--- src/common/prspi_defines.svh ---
/*
 Constants of the pressure readout serial target: widths, stream framing and timing counts.
 Assumes the core clock period given here matches the clock that drives the block.
*/
// What this block does
// - Every 15-bit value leaves as a 16-bit word, MSB zero.
// - Effective resolution 15, 14 or 12 bits.
// - MISO holds 200 ns after sample edge.
// - Clock mode zero: idle low, rising samples.
// - Dummy byte, then repeated MSB-first pressure words.
`ifndef PRSPI_DEFINES_SVH
`define PRSPI_DEFINES_SVH

`define PRSPI_WORD_BITS        15
`define PRSPI_XFER_BITS        16
`define PRSPI_DUMMY_BITS       8
`define PRSPI_DUMMY_BYTE       8'hFF
`define PRSPI_EFF_BITS         15
`define PRSPI_FIFO_DEPTH       32

`define PRSPI_CLK_PERIOD_PS    25000
`define PRSPI_HOLD_NS          200
`define PRSPI_HOLD_CYC         ((`PRSPI_HOLD_NS * 1000 + `PRSPI_CLK_PERIOD_PS - 1) / `PRSPI_CLK_PERIOD_PS)
`define PRSPI_SEL_SETUP_NS     10
`define PRSPI_SCK_MAX_KHZ      640
`define PRSPI_SCK_MAX_SPEC_KHZ 730

`endif

--- src/common/prspi_pkg.sv ---
/*
 Types shared by the pressure readout target and its bench.
 Assumes prspi_defines.svh is on the include path.
*/
`include "prspi_defines.svh"

package prspi_pkg;
   typedef logic [`PRSPI_WORD_BITS-1:0] prspi_word_t;
   typedef logic [`PRSPI_XFER_BITS-1:0] prspi_xfer_t;

   typedef enum logic [1:0] {
      PRSPI_IDLE,
      PRSPI_PREAMBLE,
      PRSPI_WORD
   } prspi_state_e;
endpackage : prspi_pkg

--- src/common/prspi_fifo_if.sv ---
/*
 Valid/ready carrier between the readout logic and its word buffer.
 Assumes both ends run on the same core clock.
*/
`timescale 1ns/1ps

interface prspi_fifo_if #(parameter int P_WIDTH = 15);
   logic               wr_valid;
   logic               wr_ready;
   logic [P_WIDTH-1:0] wr_data;
   logic               rd_valid;
   logic               rd_ready;
   logic [P_WIDTH-1:0] rd_data;

   modport fifo_mp (input wr_valid, input wr_data, output wr_ready,
                    output rd_valid, output rd_data, input rd_ready);
   modport user_mp (output wr_valid, output wr_data, input wr_ready,
                    input rd_valid, input rd_data, output rd_ready);
endinterface : prspi_fifo_if

--- src/rtl/prspi_fifo.sv ---
/*
 Flip-flop word buffer with valid/ready on both sides.
 Assumes an asynchronous active-low reset whose release the caller has already synchronised.
*/
`timescale 1ns/1ps

module prspi_fifo #(
   parameter int P_WIDTH = 15,
   parameter int P_DEPTH = 32
) (
   input  wire logic      i_clk,    // Core clock
   input  wire logic      i_rst_n,  // Synchronised reset, active low
   prspi_fifo_if.fifo_mp  io_q      // Push and pop sides
);
   localparam int LP_AW = $clog2(P_DEPTH);

   logic [P_WIDTH-1:0] mem_r [P_DEPTH];
   logic [LP_AW:0]     wptr_r;
   logic [LP_AW:0]     rptr_r;
   wire                empty = (wptr_r == rptr_r);
   wire                full  = (wptr_r[LP_AW] != rptr_r[LP_AW]) && (wptr_r[LP_AW-1:0] == rptr_r[LP_AW-1:0]);
   wire                push  = io_q.wr_valid && !full;
   wire                pop   = io_q.rd_ready && !empty;

   assign io_q.wr_ready = !full;
   assign io_q.rd_valid = !empty;
   assign io_q.rd_data  = mem_r[rptr_r[LP_AW-1:0]];

   always_ff @(posedge i_clk or negedge i_rst_n) begin
      if (!i_rst_n) begin
         wptr_r <= '0;
         rptr_r <= '0;
      end else begin
         if (push) wptr_r <= wptr_r + 1'b1;
         if (pop) rptr_r <= rptr_r + 1'b1;
      end
   end

   // Storage needs no reset; a slot is only read after it was written
   always_ff @(posedge i_clk) begin
      if (push) mem_r[wptr_r[LP_AW-1:0]] <= io_q.wr_data;
   end
endmodule : prspi_fifo

--- src/rtl/prspi_readout.sv ---
/*
 Serial target that streams the pressure word to an external host in clock mode zero.
 Assumes the host owns select and clock, and the sensor core offers words on a valid/ready port.
*/
`timescale 1ns/1ps
`include "prspi_defines.svh"

module prspi_readout #(
   parameter int P_EFF_BITS   = `PRSPI_EFF_BITS,   // Effective resolution in the word
   parameter int P_FIFO_DEPTH = `PRSPI_FIFO_DEPTH  // Buffered words
) (
   input  wire logic                  i_core_clk,    // Core clock, 40 MHz
   input  wire logic                  i_rstn,        // Asynchronous reset, active low
   input  wire logic                  i_spi_sck,     // Serial clock from host
   input  wire logic                  i_spi_ss_n,    // Target select, active low
   input  wire logic                  i_spi_mosi,    // Host data, ignored
   input  wire logic                  i_meas_valid,  // New measurement offered
   input  wire prspi_pkg::prspi_word_t i_meas_data,  // Measurement word
   output logic                       o_meas_ready,  // Buffer can take a word
   output logic                       o_spi_miso,    // Serial data to host
   output logic                       o_spi_miso_oe, // High while MISO is driven
   output logic                       o_selected     // Transfer in progress
);
   import prspi_pkg::*;

   localparam int          LP_WB   = `PRSPI_WORD_BITS;
   localparam int          LP_XB   = `PRSPI_XFER_BITS;
   localparam logic [3:0]  LP_HOLD = 4'(`PRSPI_HOLD_CYC);
   localparam logic [4:0]  LP_DUMMY_N = 5'(`PRSPI_DUMMY_BITS);
   localparam logic [4:0]  LP_XFER_N  = 5'(`PRSPI_XFER_BITS);

   // Reset release
   logic rst_meta_r;
   logic rst_sync_r;
   wire  rst_n = rst_sync_r;

   always_ff @(posedge i_core_clk or negedge i_rstn) begin
      if (!i_rstn) begin
         rst_meta_r <= 1'b0;
         rst_sync_r <= 1'b0;
      end else begin
         rst_meta_r <= 1'b1;
         rst_sync_r <= rst_meta_r;
      end
   end

   // Pin synchronisers; the previous copy is taken from the second stage only
   logic sck_meta_r;
   logic sck_sync_r;
   logic sck_prev_r;
   logic ss_meta_r;
   logic ss_sync_r;

   always_ff @(posedge i_core_clk or negedge rst_n) begin
      if (!rst_n) begin
         sck_meta_r <= 1'b0;
         sck_sync_r <= 1'b0;
         sck_prev_r <= 1'b0;
         ss_meta_r  <= 1'b1;
         ss_sync_r  <= 1'b1;
      end else begin
         sck_meta_r <= i_spi_sck;
         sck_sync_r <= sck_meta_r;
         sck_prev_r <= sck_sync_r;
         ss_meta_r  <= i_spi_ss_n;
         ss_sync_r  <= ss_meta_r;
      end
   end

   // Mode zero: the rising edge is the sample edge
   wire sck_rise  = sck_sync_r && !sck_prev_r;
   wire ss_active = !ss_sync_r;

   // MOSI carries no commands; the pin is deliberately left unread

   // Word buffer between the sensor core and the serial side
   prspi_fifo_if #(.P_WIDTH(LP_WB)) q_if ();

   prspi_fifo #(
      .P_WIDTH (LP_WB),
      .P_DEPTH (P_FIFO_DEPTH)
   ) u_fifo (
      .i_clk   (i_core_clk),
      .i_rst_n (rst_n),
      .io_q    (q_if.fifo_mp)
   );

   // Bits below the effective resolution are forced to zero
   wire  prspi_word_t res_mask;
   genvar gi;
   generate
      for (gi = 0; gi < LP_WB; gi++) begin : g_mask
         assign res_mask[gi] = (gi >= LP_WB - P_EFF_BITS);
      end
   endgenerate

   assign q_if.wr_valid = i_meas_valid;
   assign q_if.wr_data  = i_meas_data & res_mask;
   assign o_meas_ready  = q_if.wr_ready;

   // Serial state
   prspi_state_e state_r;
   prspi_state_e state_nxt;
   prspi_xfer_t  shreg_r;
   prspi_xfer_t  shreg_nxt;
   logic [4:0]   bits_r;
   logic [4:0]   bits_nxt;
   logic [3:0]   hold_r;
   logic [3:0]   hold_nxt;
   prspi_word_t  latest_r;
   prspi_word_t  latest_nxt;

   // While selected, the output moves only when the hold count expires after a sample edge
   wire step      = (hold_r == 4'h1);
   wire last_bit  = (bits_r == 5'h01);
   // A pop in the cycle that select drops would lose the word, so it waits for the next frame
   wire load_word = step && last_bit && (state_r != PRSPI_IDLE) && ss_active;

   // A fresh buffered word replaces the repeated one only at a word boundary,
   // so a word on the wire is never torn; with no fresh word the last one repeats
   assign q_if.rd_ready = load_word;
   wire  prspi_word_t send_word = q_if.rd_valid ? q_if.rd_data : latest_r;

   always_comb begin
      state_nxt  = state_r;
      shreg_nxt  = shreg_r;
      bits_nxt   = bits_r;
      hold_nxt   = hold_r;
      latest_nxt = latest_r;
      if (!ss_active) begin
         // Select high ends the transfer at once, whatever bit was on the wire
         state_nxt = PRSPI_IDLE;
         shreg_nxt = '1;
         bits_nxt  = LP_DUMMY_N;
         hold_nxt  = 4'h0;
      end else if (state_r == PRSPI_IDLE) begin
         // Idle already drives ones, so the dummy byte is valid at the first edge
         state_nxt = PRSPI_PREAMBLE;
         shreg_nxt = {`PRSPI_DUMMY_BYTE, 8'hFF};
         bits_nxt  = LP_DUMMY_N;
         // Select setup can be shorter than one core cycle; keep a coincident edge
         hold_nxt  = sck_rise ? LP_HOLD : 4'h0;
      end else begin
         if (sck_rise) begin
            hold_nxt = LP_HOLD;
         end else if (hold_r != 4'h0) begin
            hold_nxt = hold_r - 4'h1;
         end
         if (step) begin
            if (last_bit) begin
               state_nxt  = PRSPI_WORD;
               shreg_nxt  = {1'b0, send_word};
               bits_nxt   = LP_XFER_N;
               latest_nxt = send_word;
            end else begin
               shreg_nxt = {shreg_r[LP_XB-2:0], 1'b1};
               bits_nxt  = bits_r - 5'h01;
            end
         end
      end
   end

   always_ff @(posedge i_core_clk or negedge rst_n) begin
      if (!rst_n) begin
         state_r  <= PRSPI_IDLE;
         shreg_r  <= '1;
         bits_r   <= 5'(`PRSPI_DUMMY_BITS);
         hold_r   <= 4'h0;
         latest_r <= '0;
      end else begin
         state_r  <= state_nxt;
         shreg_r  <= shreg_nxt;
         bits_r   <= bits_nxt;
         hold_r   <= hold_nxt;
         latest_r <= latest_nxt;
      end
   end

   // MSB of the shift register is the wire; ones outside a transfer
   assign o_spi_miso    = shreg_r[LP_XB-1];
   assign o_spi_miso_oe = (state_r != PRSPI_IDLE);
   assign o_selected    = (state_r != PRSPI_IDLE);
endmodule : prspi_readout

--- config.mk ---
export PLATFORM = sky130hd
export DESIGN_NAME = prspi_readout
export DESIGN_NICKNAME = d
export VERILOG_FILES = /design/src/common/prspi_pkg.sv /design/src/common/prspi_fifo_if.sv /design/src/rtl/prspi_fifo.sv /design/src/rtl/prspi_readout.sv
export VERILOG_INCLUDE_DIRS = /design/src /design/src/common
export SDC_FILE = /design/constraint.sdc
export NUM_CORES = 1
export LEC_CHECK = 0
export BUFFER_PORTS_ARGS = -buffer_cell sky130_fd_sc_hd__buf_4
export CORE_ASPECT_RATIO = 0.5
export CORE_MARGIN = 2
export CORE_UTILIZATION = 50
export DETAILED_ROUTE_END_ITERATION = 7
export PLACE_DENSITY = 0.66
export SYNTH_ARGS = -nofsm -noshare
export SYNTH_HDL_FRONTEND = slang
export SYNTH_SLANG_ARGS = --single-unit
--- constraint.sdc ---
create_clock -name i_core_clk -period 5.5 [get_ports i_core_clk]
set_input_delay 1.65 -clock i_core_clk [delete_from_list [all_inputs] [get_ports i_core_clk]]
set_output_delay 1.65 -clock i_core_clk [all_outputs]
set_load 0.02 [all_outputs]
Yosys cells after proc, flatten, opt, wreduce, memory -nomap -nowiden
Memories as Yosys holds them, arrays and structs flattened.
Cells that the tools add are included.
{"block": "op_classes", "n_addsub": 4, "n_reduce_logical": 19, "mux": 20, "eq_ne": 5, "bitwise_logic": 2}
{"operator": "16-bit two-way mux", "n": 4}
{"operator": "4-bit two-way mux", "n": 5}
{"operator": "5-bit two-way mux", "n": 4}
{"operator": "15-bit two-way mux", "n": 1}
{"operator": "6-bit by 1-bit adder with 6-bit output, second input constant", "n": 2}
{"operator": "2-bit two-way mux", "n": 4}
{"operator": "4-bit nonzero test", "n": 2}
{"operator": "1-bit logical AND", "n": 7}
{"operator": "6-bit == test", "n": 1}
{"operator": "3-bit nonzero test", "n": 2}
{"operator": "5-bit by 1-bit == test with 1-bit output, second input constant", "n": 1}
{"operator": "5-bit == test", "n": 1}
{"operator": "5-bit by 1-bit subtractor with 5-bit output, second input constant", "n": 1}
{"operator": "4-bit by 1-bit == test with 1-bit output, second input constant", "n": 1}
{"operator": "1-bit zero test", "n": 4}
{"operator": "4-bit AND reduction", "n": 1}
{"operator": "4-bit by 1-bit subtractor with 4-bit output, second input constant", "n": 1}
{"operator": "2-bit zero test", "n": 1}
{"operator": "1-bit two-way mux", "n": 2}
{"operator": "1-bit NOT", "n": 2}
{"operator": "2-bit AND reduction", "n": 1}
{"operator": "2-bit nonzero test", "n": 1}
{"operator": "1-bit != test", "n": 1}
{"block": "totals", "inputBits": 21, "word_cells": 65, "mem_bits_rw": 480, "reg_bits": 61, "memories": 1, "out_inout_bits": 4}
{"memory": "u_fifo.mem_r", "words": 32, "width": 15, "rd": 1, "rd_ports_with_merged_regs": 0, "write_ports": 1, "line": "prspi_fifo.sv:17", "text": "logic [P_WIDTH-1:0] mem_r [P_DEPTH];"}

Logic depth before layout (Yosys ltp)
Gate-level depths: netlist (run 1).
{"block": "logic_depth", "word_depth": 6, "ltp_mapped": 11, "depth_no_buf": 8}

Cells and area by module
Synthesis (run 1) repeated with hierarchy kept, for this count alone.
{"block": "unflattened", "cells_unflattened": 1328, "hier_area_um2": 21825.9}
{"mod": "prspi_fifo", "cells_each": 1136, "instances": 1, "area_per_inst_um2": 19461.2, "seq_area_each_um2": 14714.1}
{"mod": "prspi_readout", "cells_each": 192, "instances": 1, "area_per_inst_um2": 2364.8, "seq_area_each_um2": 1249.9}

Worst setup path after synthesis (run 1)
Ideal clock, no wire load.
{"block": "synth_path", "path_type": "input port to flip-flop", "start": "in i_meas_valid", "end": "mem u_fifo.mem_r[31][0] (enable)", "t_required_ns": 5.114, "arrival_ns": 3.048, "setup_time_ns": 0.386, "stages": 5, "path_slack_ns": 2.066, "n_path_buf": 1, "path_cell_list": "inv_1 > a31oi_1 > nand2_1 > buf_2 > nor2_1"}
{"block": "synth_via", "elab_chain_len": 3}
{"item": "from (decl)", "line": "prspi_readout.sv:17", "text": "input wire logic i_meas_valid,"}
{"item": "1-bit logical AND", "line": "prspi_fifo.sv:22", "text": "wire push = io_q.wr_valid && !full;"}
{"item": "1-bit two-way mux", "line": "prspi_fifo.sv:41", "text": "if (push) mem_r[wptr_r[LP_AW-1:0]] <= io_q.wr_data;"}
{"item": "1-bit two-way mux (not written as such)", "line": "prspi_fifo.sv:41"}
{"item": "to (decl)", "line": "prspi_fifo.sv:17"}
No other way between the ends.

Worst setup path in the final report (run 1)
{"block": "layout_path", "start": "reg u_fifo.rptr_r[4]", "end": "out o_meas_ready"}
{"block": "layout_via", "elab_chain_len": 3}
{"item": "from (decl)", "line": "prspi_fifo.sv:19", "text": "logic [LP_AW:0] rptr_r;"}
{"item": "from (signal assigned)", "line": "prspi_fifo.sv:35", "text": "if (pop) rptr_r <= rptr_r + 1'b1;"}
{"item": "5-bit == test", "line": "prspi_fifo.sv:21", "text": "wire full = (wptr_r[LP_AW] != rptr_r[LP_AW]) && (wptr_r[LP_AW-1:0] == rptr_r[LP_AW-1:0]);"}
{"item": "1-bit logical AND", "line": "prspi_fifo.sv:21"}
{"item": "1-bit zero test", "line": "prspi_fifo.sv:25", "text": "assign io_q.wr_ready = !full;"}
{"item": "to (decl)", "line": "prspi_readout.sv:19", "text": "output logic o_meas_ready,"}
No other way between the ends.

==> results of run 1 <==
==> cell usage after synthesis (12+ instances only) <==
cell type  number  area share (%)
a21oi_1        32            0.75
edfxtp_1      480              67
dfrtp_1        42             4.9
o21ai_0        16            0.37
dfstp_2        19             2.3
mux4_2         78             8.2
nor2_1         60             1.1
buf_2          27            0.63
nand2_1        42            0.74
a22o_1         18            0.74
a22oi_1        16            0.56
o22ai_1        27            0.79
mux2i_1        70             3.3
mux4_1         12             1.5
==> power breakdown <==
group	internal [mW]	switching, mW
Clock	1.88	1.43
Combinational	0.164	0.402
Sequential	4.72	0.0933
==> through the flow <==
step | utilization, % | power (mW) | worst slack [ns] | hold slack, ns
global route | 56.47 | 8.985 | 1.266 | 0.3541
global placement | 52.81 | 5.426 | 1.472 | 0.3378
detailed placement | 52.81 | 5.460 | 1.405 | 0.3378
floorplan | - | 5.195 | 2.066 | 0.3312
finish | 56.47 | 8.692 | 1.436 | 0.3438
CTS | 56.47 | 8.745 | 1.416 | 0.3461
==> layer usage <==
layer	global-route usage, %	up-vias	wire length [microns]
li1	-	4635	-
met1	34.50	5595	21070
met2	32.37	462	21020
met3	4.163	51	4640
met4	3.990	0	575
met5	0	-	0
==> how the worst min path moves through the flow <==
stage / start / to / depth (start not counted)
after floorplan: rst_meta_r / rst_n / 0
final: rst_meta_r / rst_n / 0
after global placement: sck_meta_r / sck_sync_r / 0
after CTS: rst_meta_r / rst_n / 0
after detailed placement: rst_meta_r / rst_n / 0
after global routing: rst_meta_r / rst_n / 0
==> sequential cells by signal, indices dropped and copies added, names as in the netlist, 2 cells and up <==
signal / flops
state_r: 2
u_fifo.rptr_r: 6
shreg_r: 16
bits_r: 5
u_fifo.wptr_r: 6
u_fifo.mem_r: 480
latest_r: 15
hold_r: 4
==> placed cells by master, fill, tap and decap left out, drive strengths merged, types with 18 or more instances in the layout <==
cell type	Yosys	layout
dfrtp	42	42
mux2i	70	70
o21ai	21	21
clkbuf	11	57
edfxtp	480	480
a21oi	32	32
buf	50	67
nor2	60	60
o22ai	27	27
mux4	90	90
dfstp	19	19
nand2	42	42
a22o	18	18
clkinv	0	18
==> worst register-to-register path: cells and delay by family, from the launching register on <==
family	cells	cell delay (ns)
XOR/XNOR	1	0.22
AO/OA/AOI/OAI	1	0.58
AND/OR/NAND/NOR	3	1.34
buffers and inverters	1	0.30
flip-flops	1	0.88
==> cells by family after synthesis <==
family	count (synthesis)	share of synthesized area, %
AND/OR/NAND/NOR	145	3.148
AO/OA/AOI/OAI	165	5.559
XOR/XNOR	16	0.6555
adder cells (fa/ha/maj)	9	0.5267
flip-flops	541	74.67
buffers and inverters	70	2.019
multiplexers	167	13.41
other	1	0.01754
==> cell type report <==
cell class | instances | area (sq um)
Clock buffer | 57 | 1275
Clock inverter | 26 | 269.0
Fill cell | 3095 | 18330
Inverter | 8 | 30.03
Multi-Input combinational cell | 503 | 4997
Sequential cell | 541 | 15970
Tap cell | 577 | 721.9
Timing Repair Buffer | 67 | 515.5
==> reports/qor.csv, run 1 <==
metric;value;unit
h-tree-depth;2;
postRouteAntennaNets;0;
cts.sinks;541;
path_buf_inv;1;
ys_seq_area_share;74.67;%
dp_hpwl;28180;microns
hold_class;flop to flop;
cts_made_buffers;47;
cp_max_fo;15;
min_period;4.064;ns
setup_violations;0;
synth_ff_type;edfxtp_1;
clkLatencyLatePin;0.58;ns
fin_tns_setup;0;ns
max-vdd-ir-drop;0.1949;mV
post-route-drc-count;0;
worstRegToRegCells;6;
p_leak;7.566;nW
rows;53;
gp_congestion;0.8306;
fp.dieW;296.4;microns
ctsRootBufferMaster;clkbuf_16;
slew_violations;0;
rr_endpoint;u_fifo.mem_r[0][11];
required;3.85;ns
cpPeakStageDelay;0.87;ns
dpl-instance-area;22240;sq um
ioPinCount;25;
antenna_cells;0;
crit_type;flop to primary output;
end_kind;primary output;
maxSlewHeadroom;37.85;%
synth.distinct_cells;56;
cts_hold_buf;0;
tightest_slew;0.9300;ns
die_y;150.2;microns
drt-pass1-iter-count;5;
core_area;42110;sq um
cp-startpoint;u_fifo.rptr_r[4];
post-route-period-util;73.89;%
crit_family;flip-flops;
worstPathCellList;xor2_1 > nor3_1 > nand3_1 > buf_4;
drive_above_1_share;22.38;%
antenna_found_initial;0;
cts_resized;0;
portBuffers;23;
place_inst;1696;
crit_slowest_cell;dfrtp_1;
synthesis.nets;1144;
grt_pass1_wl;69880;microns
start_util;50.77;%
worst-path-stages;4;
tritoncts;built;
track_usage;21.93;%
outcome;completed;
wl_per_cell;26.59;microns
yosysWarnings;0;
cp.arrival;2.41;ns
max_freq;246.1;MHz
dieArea;44530;sq um
p_per_area;365.5;nW/um^2
rrSetupSlack;1.89;ns
cp-start-kind;flop;
via_count;10740;
cap_viol_max_count;0;
r2r_start;u_fifo.rptr_r[3];
grt_max_degree;60;
clkTransAtPathRegs;0.06;ns
hold_violations;0;
drt_first_iter_violations;1183;
crit_end;o_meas_ready;
area_growth;11.22;%
synth_edf_count;480;
wl;47300;microns
synthCells;1114;
vias_per_cell;6.039;
stdcell_count;1779;
fin_skew;0.02241;ns
rsz0062_at_grt;no;
stdcell_area;23780;sq um
clockBufferDepth;3;
grt_pass1_vias;10440;
overflow;0;
ys_async_sr_fraction;11.28;%
syn_area;21380;sq um
ys_ff_latch;541;
fin_nets;1198;
syn_area_per_cell;19.19;sq um
cts_setup_buffers;0;
Note: power is estimated with default switching activity, not from simulation.
==> run 2, diff against run 1 <==
--- a/config.mk
+++ b/config.mk
@@ -11,7 +11,7 @@
 export CORE_MARGIN = 2
 export CORE_UTILIZATION = 50
 export DETAILED_ROUTE_END_ITERATION = 7
-export PLACE_DENSITY = 0.66
+export PLACE_DENSITY = 0.68
 export SYNTH_ARGS = -nofsm -noshare
 export SYNTH_HDL_FRONTEND = slang
 export SYNTH_SLANG_ARGS = --single-unit
==> constraint.sdc (replaced) <==
create_clock -name i_core_clk -period 3.7 [get_ports i_core_clk]
set_input_delay 1.11 -clock i_core_clk [delete_from_list [all_inputs] [get_ports i_core_clk]]
set_output_delay 1.11 -clock i_core_clk [all_outputs]
set_load 0.02 [all_outputs]
==> run 2 against run 1 <==
Compared with the run above: hold slack got worse by 0.026 ns; count of clock-buffer cells in the layout grew 7; combinational power rose by 53%; register-to-register slack lost 1.3 ns; largest cell class unchanged; largest power group unchanged; worst setup slack worse by 1.1 ns; sequential power rose by 49%; clock power is 45% higher; first-iteration DRC count decreased by 1.7%.
==> reports/qor.csv, run 2 (synthesis gave the netlist of run 1 again) <==
metric;value;unit
rrSetupSlack;0.57;ns
antenna_cells;0;
ctsRootBufferMaster;clkbuf_16;
cts_hold_buf;0;
ioPinCount;25;
r2r_start;u_fifo.rptr_r[0];
rows;53;
required;2.59;ns
end_kind;primary output;
busiest_layer;met1;
fin_tns_setup;0;ns
portBuffers;23;
postRouteAntennaNets;0;
grt_pass1_wl;68010;microns
crit_type;flop to primary output;
grt_use_met3;6.082;%
wl;45740;microns
track_usage;21.04;%
cpPeakStageDelay;0.71;ns
cap_viol_max_count;0;
dp_hpwl;28640;microns
crit_slowest_cell;dfrtp_4;
largest_reg_flops;480;
post-route-period-util;90.36;%
rsz0062_at_grt;no;
fin_nets;1232;
dieArea;44530;sq um
fp.dieW;296.4;microns
die_y;150.2;microns
clockBufferDepth;3;
clkTransAtPathRegs;0.06;ns
cts_setup_buffers;0;
cp-startpoint;u_fifo.rptr_r[0];
use_met2;30.67;%
hold_class;primary input to async pin;
p_per_area;534.5;nW/um^2
outcome;completed;
max-vdd-ir-drop;0.2996;mV
fin_skew;0.01494;ns
antenna_found_initial;1;
p_leak;7.717;nW
core_area;42110;sq um
max_freq;299.1;MHz
clkLatencyLatePin;0.57;ns
grt_max_degree;69;
overflow;0;
vias_per_cell;5.987;
final_util;57.06;%
hold_violations;0;
final_common_cell;edfxtp_1;
cp.arrival;2.23;ns
cp_max_fo;27;
grtUsageMet1;32.01;%
tritoncts;built;
wl_per_cell;25.16;microns
mostFrequentLayoutCells;480 x edfxtp_1, 97 x buf_4, 78 x mux4_2;
h-tree-depth;2;
cts.sinks;541;
cp-start-kind;flop;
setup_violations;0;
drive_above_1_share;23.77;%
p_total;12.84;mW
post-route-drc-count;0;
cts_resized;0;
min_period;3.343;ns
worstPathCellList;xor2_1 > nor3_1 > nand3_1 > buf_4;
fill_cells;3072;
grt_pass1_vias;10680;
maxSlewHeadroom;39.99;%
cts_made_buffers;47;
slew_violations;0;
tightest_slew;0.8968;ns
drt_first_iter_violations;1163;
gp_congestion;0.8127;
via_count;10880;
start_util;50.77;%
drt-pass1-iter-count;5;
area_growth;12.38;%
run 2: changes by cell type in the layout (fill, tap and decap cells not counted), sizes merged:
cell and delta:
buf +34, bufinv -2, clkbuf +7, clkinv +1
clkinvlp -1
run 2: worst max-delay path: cells and delay by family (launching register included):
family | cells | cell delay [ns]
flops | 1 | 0.71
buf+inv | 1 | 0.19
xor+xnor | 1 | 0.25
simple gates | 2 | 0.52
run 2: worst paths after layout:
check                                            end  cells past startpoint
worst max-delay path                    o_meas_ready                      4
worst min-delay path                           rst_n                      1
max in group asynchronous                 shreg_r[2]                      1
worst min register to register            sck_sync_r                      0
worst max register to register  u_fifo.mem_r[19][10]                      6
min in group i_core_clk                   sck_sync_r                      0
run 2: cell type report:
cell class | instances | area [sq um] | area share [%]
tap | 577 | 721.9 | 3.005
clock inverter | 24 | 211.5 | 0.8801
timing repair buffer | 101 | 808.3 | 3.364
sequential | 541 | 15970 | 66.47
inverter | 8 | 30.03 | 0.1250
clock buffer | 64 | 1291 | 5.374
multi-input combinational | 503 | 4992 | 20.78
run 2: power breakdown:
group | switching, mW | internal [mW] | total, mW
sequential | 0.165 | 7.01 | 7.18
combinational | 0.591 | 0.273 | 0.865
clock | 2.13 | 2.67 | 4.80
run 2: per-stage QoR:
step	hold slack [ns]	setup WS [ns]	area (sq um)	instances
after floorplan	0.3312	0.8056	21380	1114
after global placement	0.3385	0.6089	22520	1730
after detailed placement	0.3358	0.5591	22520	1730
after CTS	0.2959	0.2955	24030	1818
after global routing	0.2951	0.1727	24030	1818
final	0.3173	0.3565	24030	1818
run 2: metal layers:
metal | up-vias | wire length, microns
li1 | 4711 | -
met1 | 5710 | 20110
met2 | 404 | 20370
met3 | 57 | 4659
met4 | 2 | 586
met5 | - | 10
==> run 3, diff against run 2 <==
--- a/config.mk
+++ b/config.mk
@@ -7,11 +7,14 @@
 export NUM_CORES = 1
 export LEC_CHECK = 0
 export BUFFER_PORTS_ARGS = -buffer_cell sky130_fd_sc_hd__buf_4
-export CORE_ASPECT_RATIO = 0.5
+export CELL_PAD_IN_SITES_DETAIL_PLACEMENT = 0
+export CELL_PAD_IN_SITES_GLOBAL_PLACEMENT = 2
+export CORE_ASPECT_RATIO = 0.75
 export CORE_MARGIN = 2
-export CORE_UTILIZATION = 50
+export CORE_UTILIZATION = 45
 export DETAILED_ROUTE_END_ITERATION = 7
-export PLACE_DENSITY = 0.68
+export PLACE_DENSITY_LB_ADDON = 0.1
+export REMOVE_ABC_BUFFERS = 1
 export SYNTH_ARGS = -nofsm -noshare
 export SYNTH_HDL_FRONTEND = slang
 export SYNTH_SLANG_ARGS = --single-unit
==> run 3 against run 2 <==
Compared with the run above: cell area increased by 0.74%; wire length is 11% higher; combinational power about the same; first-iteration DRC count decreased by 17%; fmax grew 1.9%; via count decreased by 1.8%; largest cell class unchanged; largest power group unchanged.
==> reports/qor.csv, run 3 (synthesis gave the netlist of run 1 again) <==
metric;value;unit
cp-startpoint;u_fifo.rptr_r[0];
cts_hold_buf;0;
vias_per_cell;5.674;
hold_violations;0;
met2WireLength;21890;microns
tritoncts;built;
end_kind;primary output;
cp.arrival;2.17;ns
fp.dieW;255.7;microns
fill_cells;3885;
fin_nets;1235;
final_common_cell;edfxtp_1;
overflow;0;
cp-start-kind;flop;
post-route-drc-count;0;
top_layer_used;met4;
required;2.59;ns
clockBufferDepth;3;
p_per_area;536.4;nW/um^2
via_count;10690;
cap_viol_max_count;0;
crit_type;flop to primary output;
cts.sinks;541;
ioPinCount;25;
rsz0062_at_grt;no;
whs;0.3224;ns
h-tree-depth;2;
portBuffers;23;
ctsRootBufferMaster;clkbuf_16;
drt-met1-wl;24680;microns
cts_setup_buffers;0;
post-route-period-util;88.68;%
dpl-instance-area;22650;sq um
outcome;completed;
drive_above_1_share;23.86;%
setup_violations;0;
cts_made_buffers;52;
drt-pass1-iter-count;5;
min_period;3.281;ns
start_util;45.36;%
fin_skew;0.02217;ns
dp_hpwl;31520;microns
stdcell_count;1884;
slew_violations;0;
p_leak;7.751;nW
max-vdd-ir-drop;0.3681;mV
wl_met3;3215;microns
stdcell_area;24210;sq um
grt_max_degree;42;
r2r_start;u_fifo.rptr_r[0];
gp_congestion;0.7655;
rows;69;
largest_reg_flops;480;
dieArea;49290;sq um
wl_per_cell;26.97;microns
grt_pass1_vias;10600;
track_usage;21.02;%
clkLatencyLatePin;0.57;ns
place_inst;1790;
postRouteAntennaNets;0;
cts_resized;0;
core_area;47140;sq um
fin_tns_setup;0;ns
drt_first_iter_violations;969;
tightest_slew;1.130;ns
die_y;192.8;microns
area_growth;13.21;%
cp_max_fo;19;
clkTransAtPathRegs;0.06;ns
antenna_found_initial;3;
maxSlewHeadroom;24.42;%
mostFrequentLayoutCells;480 x edfxtp_1, 91 x buf_4, 78 x mux4_2;
hold_class;primary input to async pin;
grt_pass1_wl;74460;microns
antenna_cells;0;
max_freq;304.8;MHz
wl;50820;microns
==> run 3: cell count changes in the layout (fill, tap and decap cells not counted), sizes merged <==
cell	change
inv	-1
buf	-2
clkinv	+3
bufinv	-1
clkbuf	+5
==> run 3: final timing paths <==
path | endpoint | slack, ns | cells after the start
max | o_meas_ready | 0.42 | 4
min | rst_n | 0.32 | 1
max reg2reg | latest_r[8] | 0.62 | 6
min reg2reg | sck_sync_r | 0.35 | 0
max in group asynchronous | shreg_r[6] | 2.50 | 1
min in group i_core_clk | sck_sync_r | 0.35 | 0
==> run 3: area by class of cell <==
cell class / instances / area (sq um) / share of cell area (%)
clock buffers: 69 / 1396 / 5.769
multi-input cells: 503 / 5002 / 20.67
flip-flops and latches: 541 / 15970 / 65.99
well taps: 639 / 799.5 / 3.303
repair buffers: 99 / 843.3 / 3.484
clock inverters: 25 / 160.2 / 0.6616
inverters: 8 / 30.03 / 0.1241
==> run 3: worst max-delay path, cell delays in order (launching register included) <==
cell and delay, ns:
dfrtp_4 0.65, xor2_1 0.23, nor3_1 0.37, nand3_1 0.17, buf_4 0.19
==> run 3: routing by layer <==
| layer | vias up | GRT usage [%] |
|---|---|---|
| li1 | 4717 | - |
| met1 | 5618 | 33.21 |
| met2 | 289 | 30.07 |
| met3 | 66 | 3.953 |
| met4 | 0 | 5.061 |
| met5 | - | 0 |
==> run 3: through the flow <==
stage | utilization (%) | setup WS (ns) | power [mW]
after global routing | 51.35 | 0.1616 | 13.45
after global placement | 48.05 | 0.6205 | 8.131
after CTS | 51.35 | 0.3144 | 13.12
final | 51.35 | 0.4187 | 12.98
after detailed placement | 48.05 | 0.6296 | 8.157
after floorplan | - | -3.507 | 7.700
==> run 3: power breakdown <==
| part | internal [mW] | switching, mW |
|---|---|---|
| Sequential | 7.02 | 0.142 |
| Clock | 2.77 | 2.19 |
| Combinational | 0.261 | 0.605 |
| Total | 10.1 | 2.93 |
